<file path="src/core/rtc_pkg.sv">
// Shared register map, field positions, reset values and timing for the timekeeping core
package rtc_pkg;
	localparam int REF_CLK_HZ = 100_000_000;

	// Register addresses inside the 0x00..0x1f timekeeping range
	localparam logic [4:0] ADDR_SEC = 5'h00;
	localparam logic [4:0] ADDR_MIN = 5'h01;
	localparam logic [4:0] ADDR_HOUR = 5'h02;
	localparam logic [4:0] ADDR_WEEKDAY_VALUE = 5'h03;
	localparam logic [4:0] ADDR_DATE = 5'h04;
	localparam logic [4:0] ADDR_MONTH = 5'h05;
	localparam logic [4:0] ADDR_YEAR = 5'h06;
	localparam logic [4:0] ADDR_CTRL = 5'h07;
	localparam logic [7:0] ADDR_LAST = 8'h1f;
	localparam logic [4:0] NUM_LIVE = 5'h08;

	// Field positions
	localparam int OSC_START_BIT = 7;
	localparam int HOUR_FMT_BIT = 6;
	localparam int PM_BIT = 5;
	localparam int RUN_BIT = 5;
	localparam int LEAP_BIT = 5;
	localparam int EXT_EN_BIT = 3;

	// Power-on values
	localparam logic [7:0] SEC_RST = 8'h00;
	localparam logic [7:0] MIN_RST = 8'h00;
	localparam logic [7:0] HOUR_RST = 8'h00;
	localparam logic [7:0] WEEKDAY_VALUE_RST = 8'h01;
	localparam logic [7:0] DATE_RST = 8'h01;
	localparam logic [7:0] MONTH_RST = 8'h01;
	localparam logic [7:0] YEAR_RST = 8'h00;
	localparam logic [7:0] CTRL_RST = 8'h00;

	// Writable bits per register; the rest read as zero or as live status
	localparam logic [7:0] SEC_WMASK = 8'hff;
	localparam logic [7:0] MIN_WMASK = 8'h7f;
	localparam logic [7:0] HOUR_WMASK = 8'h7f;
	localparam logic [7:0] WEEKDAY_VALUE_WMASK = 8'h1f;
	localparam logic [7:0] DATE_WMASK = 8'h3f;
	localparam logic [7:0] MONTH_WMASK = 8'h1f;
	localparam logic [7:0] YEAR_WMASK = 8'hff;
	localparam logic [7:0] CTRL_WMASK = 8'hff;

	// Timing
	localparam int OSC_RUN_EDGES = 32;
	localparam int SEC_DIVIDE = 32768;
	localparam int OSC_FAIL_TIMEOUT_US = 1000;
	localparam int OSC_FAIL_CYC = OSC_FAIL_TIMEOUT_US * (REF_CLK_HZ / 1_000_000);

	typedef enum logic [1:0] {
		RD_IDLE = 2'b01,
		RD_ACTIVE = 2'b10
	} rd_state_t;
endpackage : rtc_pkg

</file>
<file path="src/core/osc_monitor.sv">
// Oscillator running detector: edge counter plus missing-edge timeout
`timescale 1ns/1ps
module osc_monitor
	import rtc_pkg::*;
#(
	parameter int RUN_EDGES = OSC_RUN_EDGES,
	parameter int FAIL_CYCLES = OSC_FAIL_CYC
) (
	// Clock and reset
	input wire logic ref_clk,
	input wire logic rst,
	// Oscillator edge from the selected, enabled source
	input wire logic osc_edge,
	// Status
	output logic osc_running
);
	if (RUN_EDGES < 1 || RUN_EDGES > 255) $error("RUN_EDGES out of range");
	if (FAIL_CYCLES < 1) $error("FAIL_CYCLES must be positive");

	logic [7:0] edge_cnt_r;
	logic [31:0] idle_r;

	always_ff @(posedge ref_clk or posedge rst) begin
		if (rst) begin
			edge_cnt_r <= 8'h00;
			idle_r <= 32'h0;
			osc_running <= 1'b0;
		end else if (osc_edge) begin
			idle_r <= 32'h0;
			if (edge_cnt_r < 8'(RUN_EDGES))
				edge_cnt_r <= edge_cnt_r + 8'h01;
			if (edge_cnt_r == 8'(RUN_EDGES - 1))
				osc_running <= 1'b1; // [RL3]
		end else if (idle_r == 32'(FAIL_CYCLES)) begin
			// Timeout also restarts the count, so a restart needs a fresh run of edges
			osc_running <= 1'b0; // [RL4]
			edge_cnt_r <= 8'h00;
		end else begin
			idle_r <= idle_r + 32'h1;
		end
	end
endmodule : osc_monitor

</file>
<file path="src/core/sec_divider.sv">
// Divides the oscillator edge stream down to a one-second tick
`timescale 1ns/1ps
module sec_divider
	import rtc_pkg::*;
#(
	parameter int DIVIDE = SEC_DIVIDE
) (
	// Clock and reset
	input wire logic ref_clk,
	input wire logic rst,
	// Oscillator
	input wire logic osc_edge,
	input wire logic run_en,
	// Tick
	output logic sec_tick
);
	if (DIVIDE < 2 || DIVIDE > 65536) $error("DIVIDE out of range");

	logic [15:0] div_r;

	always_ff @(posedge ref_clk or posedge rst) begin
		if (rst) begin
			div_r <= 16'h0000;
			sec_tick <= 1'b0;
		end else begin
			sec_tick <= 1'b0;
			// A disabled source holds the prescaler so partial seconds survive a pause
			if (osc_edge && run_en) begin // [RL22]
				if (div_r == 16'(DIVIDE - 1)) begin
					div_r <= 16'h0000;
					sec_tick <= 1'b1;
				end else begin
					div_r <= div_r + 16'h0001;
				end
			end
		end
	end
endmodule : sec_divider

</file>
<file path="src/core/rtc_timekeeper.sv">
// Timekeeping core: oscillator control, BCD calendar and buffered register reads
`timescale 1ns/1ps
//Contract
// RL1 - Seconds bit 7 starts the crystal oscillator; host sets it to run.
// RL2 - External clock on the input pin needs the external clock enable set.
// RL3 - Running flag sets after 32 oscillator edges are seen.
// RL4 - Running flag clears when no edge is seen beyond the failure timeout.
// RL5 - All time and date values are kept in BCD.
// RL6 - Two-digit year with leap-year correction from 2001 to 2399; the core treats every year 00 as leap.
// RL7 - Both 12-hour and 24-hour formats, chosen by the format bit.
// RL8 - Weekday counts 1 to 7 and advances at midnight, meaning user-defined.
// RL9 - Reads come from a snapshot refreshed when a read starts in 0x00..0x1f.
// RL10 - Snapshot refreshes again when the read address wraps 0x1f to 0x00.
// RL11 - Host should read all time registers in one read transaction.
// RL12 - Host stops the source and waits for not-running before loading time.
// RL13 - Host writes only valid time and date values.
// RL14 - Midnight rollover in either format carries into date and weekday.
// RL15 - Weekday wraps 7 to 1 with no carry.
// RL16 - Date carries to month after the month's last day, February by leap.
// RL17 - Past December 31 month and date become 01/01 and year increments.
// RL18 - Year wraps 99 to 00 with no carry.
// RL19 - Seconds tens in bits 6-4, ones in bits 3-0, all clear at power-on.
// RL20 - Format bit 1 selects 12-hour, 0 selects 24-hour.
// RL21 - In 12-hour format bit 5 is PM, toggled passing 11 to 12.
// RL22 - One second is 32768 edges of the enabled source.
// RL23 - 12-hour counts 12,1..11; 24-hour counts 00..23.
module rtc_timekeeper
	import rtc_pkg::*;
#(
	parameter int FAIL_CYCLES = OSC_FAIL_CYC,
	parameter int DIVIDE = SEC_DIVIDE
) (
	// Clock and reset
	input wire logic ref_clk,
	input wire logic rst,
	// Oscillator pins
	input wire logic clk_in_pin,
	output logic xtal_out_pin,
	// Register write port
	input wire logic wr_en,
	input wire logic [7:0] wr_addr,
	input wire logic [7:0] wr_data,
	// Register read port
	input wire logic rd_begin,
	input wire logic [7:0] rd_addr,
	input wire logic rd_next,
	input wire logic rd_end,
	output logic [7:0] rd_data,
	output logic rd_valid
);
	logic [7:0] sec_r, min_r, hour_r, weekday_value_r, date_r, month_r, year_r, ctrl_r;
	logic [7:0] sec_nxt, min_nxt, hour_nxt, weekday_value_nxt, date_nxt, month_nxt, year_nxt;
	logic min_c, hr_c, day_c, mon_c;
	logic pin_d_r, osc_edge, src_en, osc_running, sec_tick, leap;
	logic [63:0] live_flat, snap_r;
	logic [7:0] live_at_addr, live_at_ptr, snap_at_ptr;
	logic [4:0] ptr_r;
	rd_state_t rd_state_r;
	logic addr_ok;

	function automatic logic [7:0] bcd_inc(input logic [7:0] v);
		if (v[3:0] == 4'h9)
			return {v[7:4] + 4'h1, 4'h0};
		return {v[7:4], v[3:0] + 4'h1};
	endfunction : bcd_inc

	// Year 00 is treated like 2000 and 2400, both leap; 2100..2300 fall outside
	function automatic logic is_leap(input logic [7:0] yr);
		if (yr[4])
			return (yr[3:0] == 4'h2) || (yr[3:0] == 4'h6);
		return (yr[3:0] == 4'h0) || (yr[3:0] == 4'h4) || (yr[3:0] == 4'h8);
	endfunction : is_leap

	function automatic logic [5:0] last_day(input logic [4:0] mon, input logic lp);
		case (mon)
			5'h02: return lp ? 6'h29 : 6'h28;
			5'h04, 5'h06, 5'h09, 5'h11: return 6'h30;
			default: return 6'h31;
		endcase
	endfunction : last_day

	function automatic logic [7:0] pick(input logic [4:0] a, input logic [63:0] flat);
		if (a < NUM_LIVE)
			return flat[a[2:0] * 8 +: 8];
		return 8'h00;
	endfunction : pick

	// Oscillator source; the pin is sampled as a synchronous input
	assign src_en = sec_r[OSC_START_BIT] | ctrl_r[EXT_EN_BIT]; // [RL1] [RL2]
	assign osc_edge = clk_in_pin & ~pin_d_r & src_en;

	always_ff @(posedge ref_clk or posedge rst) begin
		if (rst) begin
			pin_d_r <= 1'b0;
			xtal_out_pin <= 1'b0;
		end else begin
			pin_d_r <= clk_in_pin;
			// Inverting drive only in crystal mode; pin left quiet for an external clock
			xtal_out_pin <= sec_r[OSC_START_BIT] & ~ctrl_r[EXT_EN_BIT] & ~clk_in_pin; // [RL1]
		end
	end

	osc_monitor #(
		.RUN_EDGES(OSC_RUN_EDGES),
		.FAIL_CYCLES(FAIL_CYCLES)
	) u_mon (
		.ref_clk(ref_clk),
		.rst(rst),
		.osc_edge(osc_edge),
		.osc_running(osc_running)
	);

	sec_divider #(
		.DIVIDE(DIVIDE)
	) u_div (
		.ref_clk(ref_clk),
		.rst(rst),
		.osc_edge(osc_edge),
		.run_en(src_en),
		.sec_tick(sec_tick)
	);

	assign leap = is_leap(year_r); // [RL6]

	// Calendar carry chain, all in BCD
	always_comb begin
		sec_nxt = sec_r;
		min_nxt = min_r;
		hour_nxt = hour_r;
		weekday_value_nxt = weekday_value_r;
		date_nxt = date_r;
		month_nxt = month_r;
		year_nxt = year_r;
		min_c = 1'b0;
		hr_c = 1'b0;
		day_c = 1'b0;
		mon_c = 1'b0;
		if (sec_tick) begin
			if (sec_r[6:0] == 7'h59) begin // [RL19]
				sec_nxt[6:0] = 7'h00;
				min_c = 1'b1;
			end else begin
				sec_nxt[6:0] = 7'(bcd_inc({1'b0, sec_r[6:0]})); // [RL5]
			end
		end
		if (min_c) begin
			if (min_r[6:0] == 7'h59) begin
				min_nxt[6:0] = 7'h00;
				hr_c = 1'b1;
			end else begin
				min_nxt[6:0] = 7'(bcd_inc({1'b0, min_r[6:0]}));
			end
		end
		if (hr_c) begin
			if (hour_r[HOUR_FMT_BIT]) begin // [RL7] [RL20]
				if (hour_r[4:0] == 5'h11) begin
					hour_nxt[4:0] = 5'h12;
					hour_nxt[PM_BIT] = ~hour_r[PM_BIT]; // [RL21]
					day_c = hour_r[PM_BIT]; // [RL14]
				end else if (hour_r[4:0] == 5'h12) begin
					hour_nxt[4:0] = 5'h01; // [RL23]
				end else begin
					hour_nxt[4:0] = 5'(bcd_inc({3'b000, hour_r[4:0]}));
				end
			end else if (hour_r[5:0] == 6'h23) begin
				hour_nxt[5:0] = 6'h00; // [RL23]
				day_c = 1'b1; // [RL14]
			end else begin
				hour_nxt[5:0] = 6'(bcd_inc({2'b00, hour_r[5:0]}));
			end
		end
		if (day_c) begin
			// Weekday wrap feeds nothing further
			weekday_value_nxt[2:0] = (weekday_value_r[2:0] == 3'h7) ? 3'h1 : weekday_value_r[2:0] + 3'h1; // [RL8] [RL15]
			if (date_r[5:0] == last_day(month_r[4:0], leap)) begin // [RL16]
				date_nxt[5:0] = 6'h01;
				mon_c = 1'b1;
			end else begin
				date_nxt[5:0] = 6'(bcd_inc({2'b00, date_r[5:0]}));
			end
		end
		if (mon_c) begin
			if (month_r[4:0] == 5'h12) begin
				month_nxt[4:0] = 5'h01; // [RL17]
				year_nxt = (year_r == 8'h99) ? 8'h00 : bcd_inc(year_r); // [RL18]
			end else begin
				month_nxt[4:0] = 5'(bcd_inc({3'b000, month_r[4:0]}));
			end
		end
	end

	// Time registers: a host write to a register beats the tick on that register
	always_ff @(posedge ref_clk or posedge rst) begin
		if (rst) begin
			sec_r <= SEC_RST; // [RL19]
			min_r <= MIN_RST;
			hour_r <= HOUR_RST;
			weekday_value_r <= WEEKDAY_VALUE_RST;
			date_r <= DATE_RST;
			month_r <= MONTH_RST;
			year_r <= YEAR_RST;
		end else begin
			sec_r <= (wr_en && wr_addr == {3'b000, ADDR_SEC}) ? (wr_data & SEC_WMASK) : sec_nxt;
			min_r <= (wr_en && wr_addr == {3'b000, ADDR_MIN}) ? (wr_data & MIN_WMASK) : min_nxt;
			hour_r <= (wr_en && wr_addr == {3'b000, ADDR_HOUR}) ? (wr_data & HOUR_WMASK) : hour_nxt;
			weekday_value_r <= (wr_en && wr_addr == {3'b000, ADDR_WEEKDAY_VALUE}) ?
				(wr_data & WEEKDAY_VALUE_WMASK) : weekday_value_nxt;
			date_r <= (wr_en && wr_addr == {3'b000, ADDR_DATE}) ? (wr_data & DATE_WMASK) : date_nxt;
			month_r <= (wr_en && wr_addr == {3'b000, ADDR_MONTH}) ?
				(wr_data & MONTH_WMASK) : month_nxt;
			year_r <= (wr_en && wr_addr == {3'b000, ADDR_YEAR}) ? (wr_data & YEAR_WMASK) : year_nxt;
		end
	end

	// Control register: only the external clock enable is used by this core
	always_ff @(posedge ref_clk or posedge rst) begin
		if (rst)
			ctrl_r <= CTRL_RST;
		else if (wr_en && wr_addr == {3'b000, ADDR_CTRL})
			ctrl_r <= wr_data & CTRL_WMASK; // [RL2]
	end

	// Live view with status bits merged in
	assign live_flat = {ctrl_r, year_r,
		month_r | (8'(leap) << LEAP_BIT),
		date_r,
		weekday_value_r | (8'(osc_running) << RUN_BIT),
		hour_r, min_r, sec_r};
	assign addr_ok = rd_addr <= ADDR_LAST;
	assign live_at_addr = pick(rd_addr[4:0], live_flat);
	assign live_at_ptr = pick(ptr_r, live_flat);
	assign snap_at_ptr = pick(ptr_r, snap_r);

	// Buffered read: the snapshot keeps a multi-byte read coherent across a tick
	always_ff @(posedge ref_clk or posedge rst) begin
		if (rst) begin
			rd_state_r <= RD_IDLE;
			snap_r <= 64'h0;
			ptr_r <= 5'h00;
			rd_data <= 8'h00;
			rd_valid <= 1'b0;
		end else begin
			rd_valid <= 1'b0;
			case (rd_state_r)
				RD_IDLE: begin
					if (rd_begin && addr_ok) begin
						snap_r <= live_flat; // [RL9]
						rd_data <= live_at_addr;
						rd_valid <= 1'b1;
						ptr_r <= rd_addr[4:0] + 5'h01;
						rd_state_r <= RD_ACTIVE;
					end
				end
				RD_ACTIVE: begin
					if (rd_begin && addr_ok) begin
						snap_r <= live_flat; // [RL9]
						rd_data <= live_at_addr;
						rd_valid <= 1'b1;
						ptr_r <= rd_addr[4:0] + 5'h01;
					end else if (rd_begin || rd_end) begin
						rd_state_r <= RD_IDLE;
					end else if (rd_next) begin
						if (ptr_r == 5'h00) begin
							snap_r <= live_flat; // [RL10]
							rd_data <= live_at_ptr;
						end else begin
							rd_data <= snap_at_ptr;
						end
						rd_valid <= 1'b1;
						ptr_r <= ptr_r + 5'h01;
					end
				end
				default: rd_state_r <= RD_IDLE;
			endcase
		end
	end
endmodule : rtc_timekeeper

</file>
<file path="config.mk">
export PLATFORM = sky130hd
export DESIGN_NAME = rtc_timekeeper
export DESIGN_NICKNAME = d
export VERILOG_FILES = /design/src/core/rtc_pkg.sv /design/src/core/osc_monitor.sv /design/src/core/sec_divider.sv /design/src/core/rtc_timekeeper.sv
export SDC_FILE = /design/constraint.sdc
export NUM_CORES = 1
export LEC_CHECK = 0
export ABC_AREA = 1
export BUFFER_PORTS_ARGS = -buffer_cell sky130_fd_sc_hd__buf_2
export CAP_MARGIN = 20
export CORE_MARGIN = 3
export CORE_UTILIZATION = 41
export CTS_CLUSTER_SIZE = 25
export DETAILED_ROUTE_END_ITERATION = 10
export PLACE_DENSITY = 0.63
export SYNTH_ARGS = -nofsm -noshare
export SYNTH_HDL_FRONTEND = slang
export SYNTH_SLANG_ARGS = --single-unit
</file>
<file path="constraint.sdc">
create_clock -name ref_clk -period 19.9 [get_ports ref_clk]
set_clock_uncertainty 0.2 [all_clocks]
set_input_delay 3.98 -clock ref_clk [delete_from_list [all_inputs] [get_ports ref_clk]]
set_output_delay 3.98 -clock ref_clk [all_outputs]
set_load 0.01 [all_outputs]
</file>
==> impl_metrics.toml <==
[route]
drt-initial-drc-count = 970
vias = 9947
avgRoutedWirePerCell_um = 16.6
drtPass1Iterations = 5
viasPerCell = 5.44
antenna_left = 0
route.detailed.drc = 0
wl_mm = 30.3

[grt]
grt_util_all_layers = 0.216
grt_pass1_wl_mm = 50.1
grt_pass1_vias = 9394
grt.overflow.total = 0
grt_max_degree = 118
grt_antenna_before_repair = 0

[timing]
setup_violations = 0
min_period_ns = 6.13
max_freq_mhz = 163
setup_tns_ns = 0
rsz0062_at_grt = "false"
slew_violations = 0
hold_viol_final = 0
max_slew_margin = 0.314
worst_slew_pin_slew_ns = 1.03
postLayoutSetupSlackWorst_ns = 13.77
fin_crit_sh = 0.308

[floorplan]
rows = 59
dieArea_mm2 = 0.0287
coreArea_mm2 = 0.0261
floorplan.io_pins = 41
start_util = 0.419
die_h_um = 169
die_w_um = 169

[cts]
cts_setup_buffers = 0
cts-root-buf = "clkbuf_16"
cts_buffers = 17
cts.clk_slew.worst_paths_ns = 0.07
cts_tree = "built"
cts_hold_buf = 0
clock_sinks = 186
worstSkewPairLatency_ns = 0.44
cts_htree_levels = 4
post_cts_resize_count = 0
cts_buffer_depth = 2

[setup_path]
critPathRequiredTime_ns = 20.04
cpPeakStageDelay_ns = 0.61
endpoint_kind = "flip-flop"
cp_slowest_cell = "inv_1"
crit_path_start_kind = "primary input"
crit_path_frequent_cell = "nand2_4"
cpLargestDelayFamily = "simple AND/OR/NAND/NOR gates"
crit_chain = "buf_2 > nor3_2 > nand2_2 > nand2_4 > nor2_1 > nor3_1 > nand2_4 > inv_1 > nand2_1 > o21ai_0"
critPathKind = "primary input to flip-flop"
crit_buf_inv = 2
crit_fanout = 101
arrival_ns = 6.27

[placed_design]
place_ws_ns = 13.35
portBuffers = 40
dpl_cell_area_mm2 = 0.0114
gp_congestion = 0.913
dp_hpwl_mm = 21.5

[logic_synthesis]
ys.warnings.count = 0
seq_area_frac_synth = 0.426
ys.flop_type = "dfrtp_1"
synth-seq-cells = 186
yosysTopAreaCell = "dfrtp_1"
async_flop_share = 1.00
synth_edf_count = 0
syn_nets = 1517
yosys.area.top_type_share = 0.416
synth_cells = 1462
avgSynthCellArea_um2 = 7.48
synth_cell_types = 53
synthesis.area_mm2 = 0.0109
synth_area_leaders = "dfrtp_1, nand2_1, o21ai_0"

[layout]
diodes = 0
area_growth_pct = 9.48
nNetsFinal = 1535
final_common_cell = "nand2_1"
post-route-util = 0.458
final_cell_area_mm2 = 0.0120
fillers = 2620
final_cell_mix = "nand2_1, dfrtp_1, inv_1, nor2_1, o21ai_0"
drive_gt1_frac = 0.0918

[worst_hold_path]
holdCritPathClass = "flip-flop to flip-flop"

[power_and_ir_drop]
netSwitchingFraction = 0.391
internal_power_mw = 0.747
power_mw = 1.23
sequentialPowerShare = 0.404
power_density_mw_per_mm2 = 103
p_switching_mw = 0.480
vdd_drop_max_mv = 0.0600
p_clk_frac = 0.286
combPwrFrac = 0.309
p_leak_nw = 5.52

[run_status]
status = "complete, no violations"

[flow_run]
cap_viol_max_count = 0
synthesized netlist by cell type (5+ instances only):
cell type / instances
nand2_2: 6
nand4_1: 30
xnor2_1: 11
o21ai_1: 49
a21oi_1: 78
nor2_2: 12
inv_2: 8
nand3_2: 5
o21ai_0: 125
clkbuf_1: 24
nand2_1: 345
nor2_1: 131
ha_1: 24
o221ai_1: 11
nor3_2: 8
buf_2: 13
a31oi_1: 8
buf_6: 5
inv_1: 141
nor4_1: 8
nand3_1: 116
dfrtp_1: 182
nor3_1: 34
xor2_1: 19
o21a_1: 5
o22ai_1: 15
per-layer routing:
layer / global-route usage / vias to the layer above / share of wire
met5: 0 / - / 0
met4: 0.0757 / 0 / 0.029
met3: 0.0368 / 48 / 0.051
met2: 0.331 / 286 / 0.45
met1: 0.311 / 4673 / 0.47
li1: - / 4940 / -
per-stage QoR:
stage          hold WS (ns)  std cells
2_1_floorplan         0.249       1462
3_3_place_gp          0.267       1796
3_5_place_dp          0.269       1796
4_1_cts               0.289       1828
5_1_grt               0.308       1828
6_report              0.287       1828
area by class of cell:
type	instances	area, µm²	area share
tap	335	419	0.0350
inverter	151	574	0.0480
multi-input combinational	1080	5490	0.459
timing repair buffer	44	230	0.0192
clock inverter	14	160	0.0134
clock buffer	18	439	0.0367
sequential	186	4660	0.389
worst reg2reg max path, cell delays in order (launching register included):
cell	delay, ns
dfrtp_1	0.73
inv_1	0.87
ha_1	0.48
inv_2	0.07
nor2_2	0.38
a21oi_1	0.14
nor3_1	0.27
nand2_4	0.58
inv_1	0.65
nand2_1	0.10
o21ai_0	0.10
state kept, by name (all words and copies together) (netlist names), 5 cells and up:
name and count:
date_r 6, u_div.div_r 16, rd_data 8, month_r 5, min_r 7, hour_r 7
sec_r 8, ctrl_r 8, year_r 8, weekday_value_r 5, u_mon.idle_r 32, snap_r 56
ptr_r 5, u_mon.edge_cnt_r 8
power groups by stage:
stage	logic (mW)	clock network, mW	registers, mW
floorplan	0.308	0	0.483
global placement	0.371	0	0.501
detailed placement	0.377	0	0.501
CTS	0.379	0.357	0.495
global route	0.433	0.376	0.504
finish	0.380	0.352	0.496
path summary, 6_finish.rpt:
kind                                           to  cells after the start  slack (ns)                    from
max                        snap_r[63]$_DFFE_PP0P_                     10       13.77              rd_addr[7]
min                        snap_r[55]$_DFFE_PP0P_                      2        0.29  snap_r[55]$_DFFE_PP0P_
max reg2reg                snap_r[63]$_DFFE_PP0P_                     10       15.24    ptr_r[1]$_DFFE_PP0P_
min reg2reg                snap_r[55]$_DFFE_PP0P_                      2        0.29  snap_r[55]$_DFFE_PP0P_
max in group asynchronous  snap_r[28]$_DFFE_PP0P_                      3       14.62                     rst
min in group asynchronous  month_r[3]$_DFFE_PP0P_                      2        3.47                     rst
cells by family after synthesis:
logic type | after synthesis | synth area share
DFF | 186 | 0.426
AOI/OAI and AO/OA | 309 | 0.154
adders and majority gates | 24 | 0.0275
and+or+nand+nor | 717 | 0.296
xor gates and xnor gates | 30 | 0.0240
buffers and inverters | 196 | 0.0725
(Power assumes the default switching activity.)
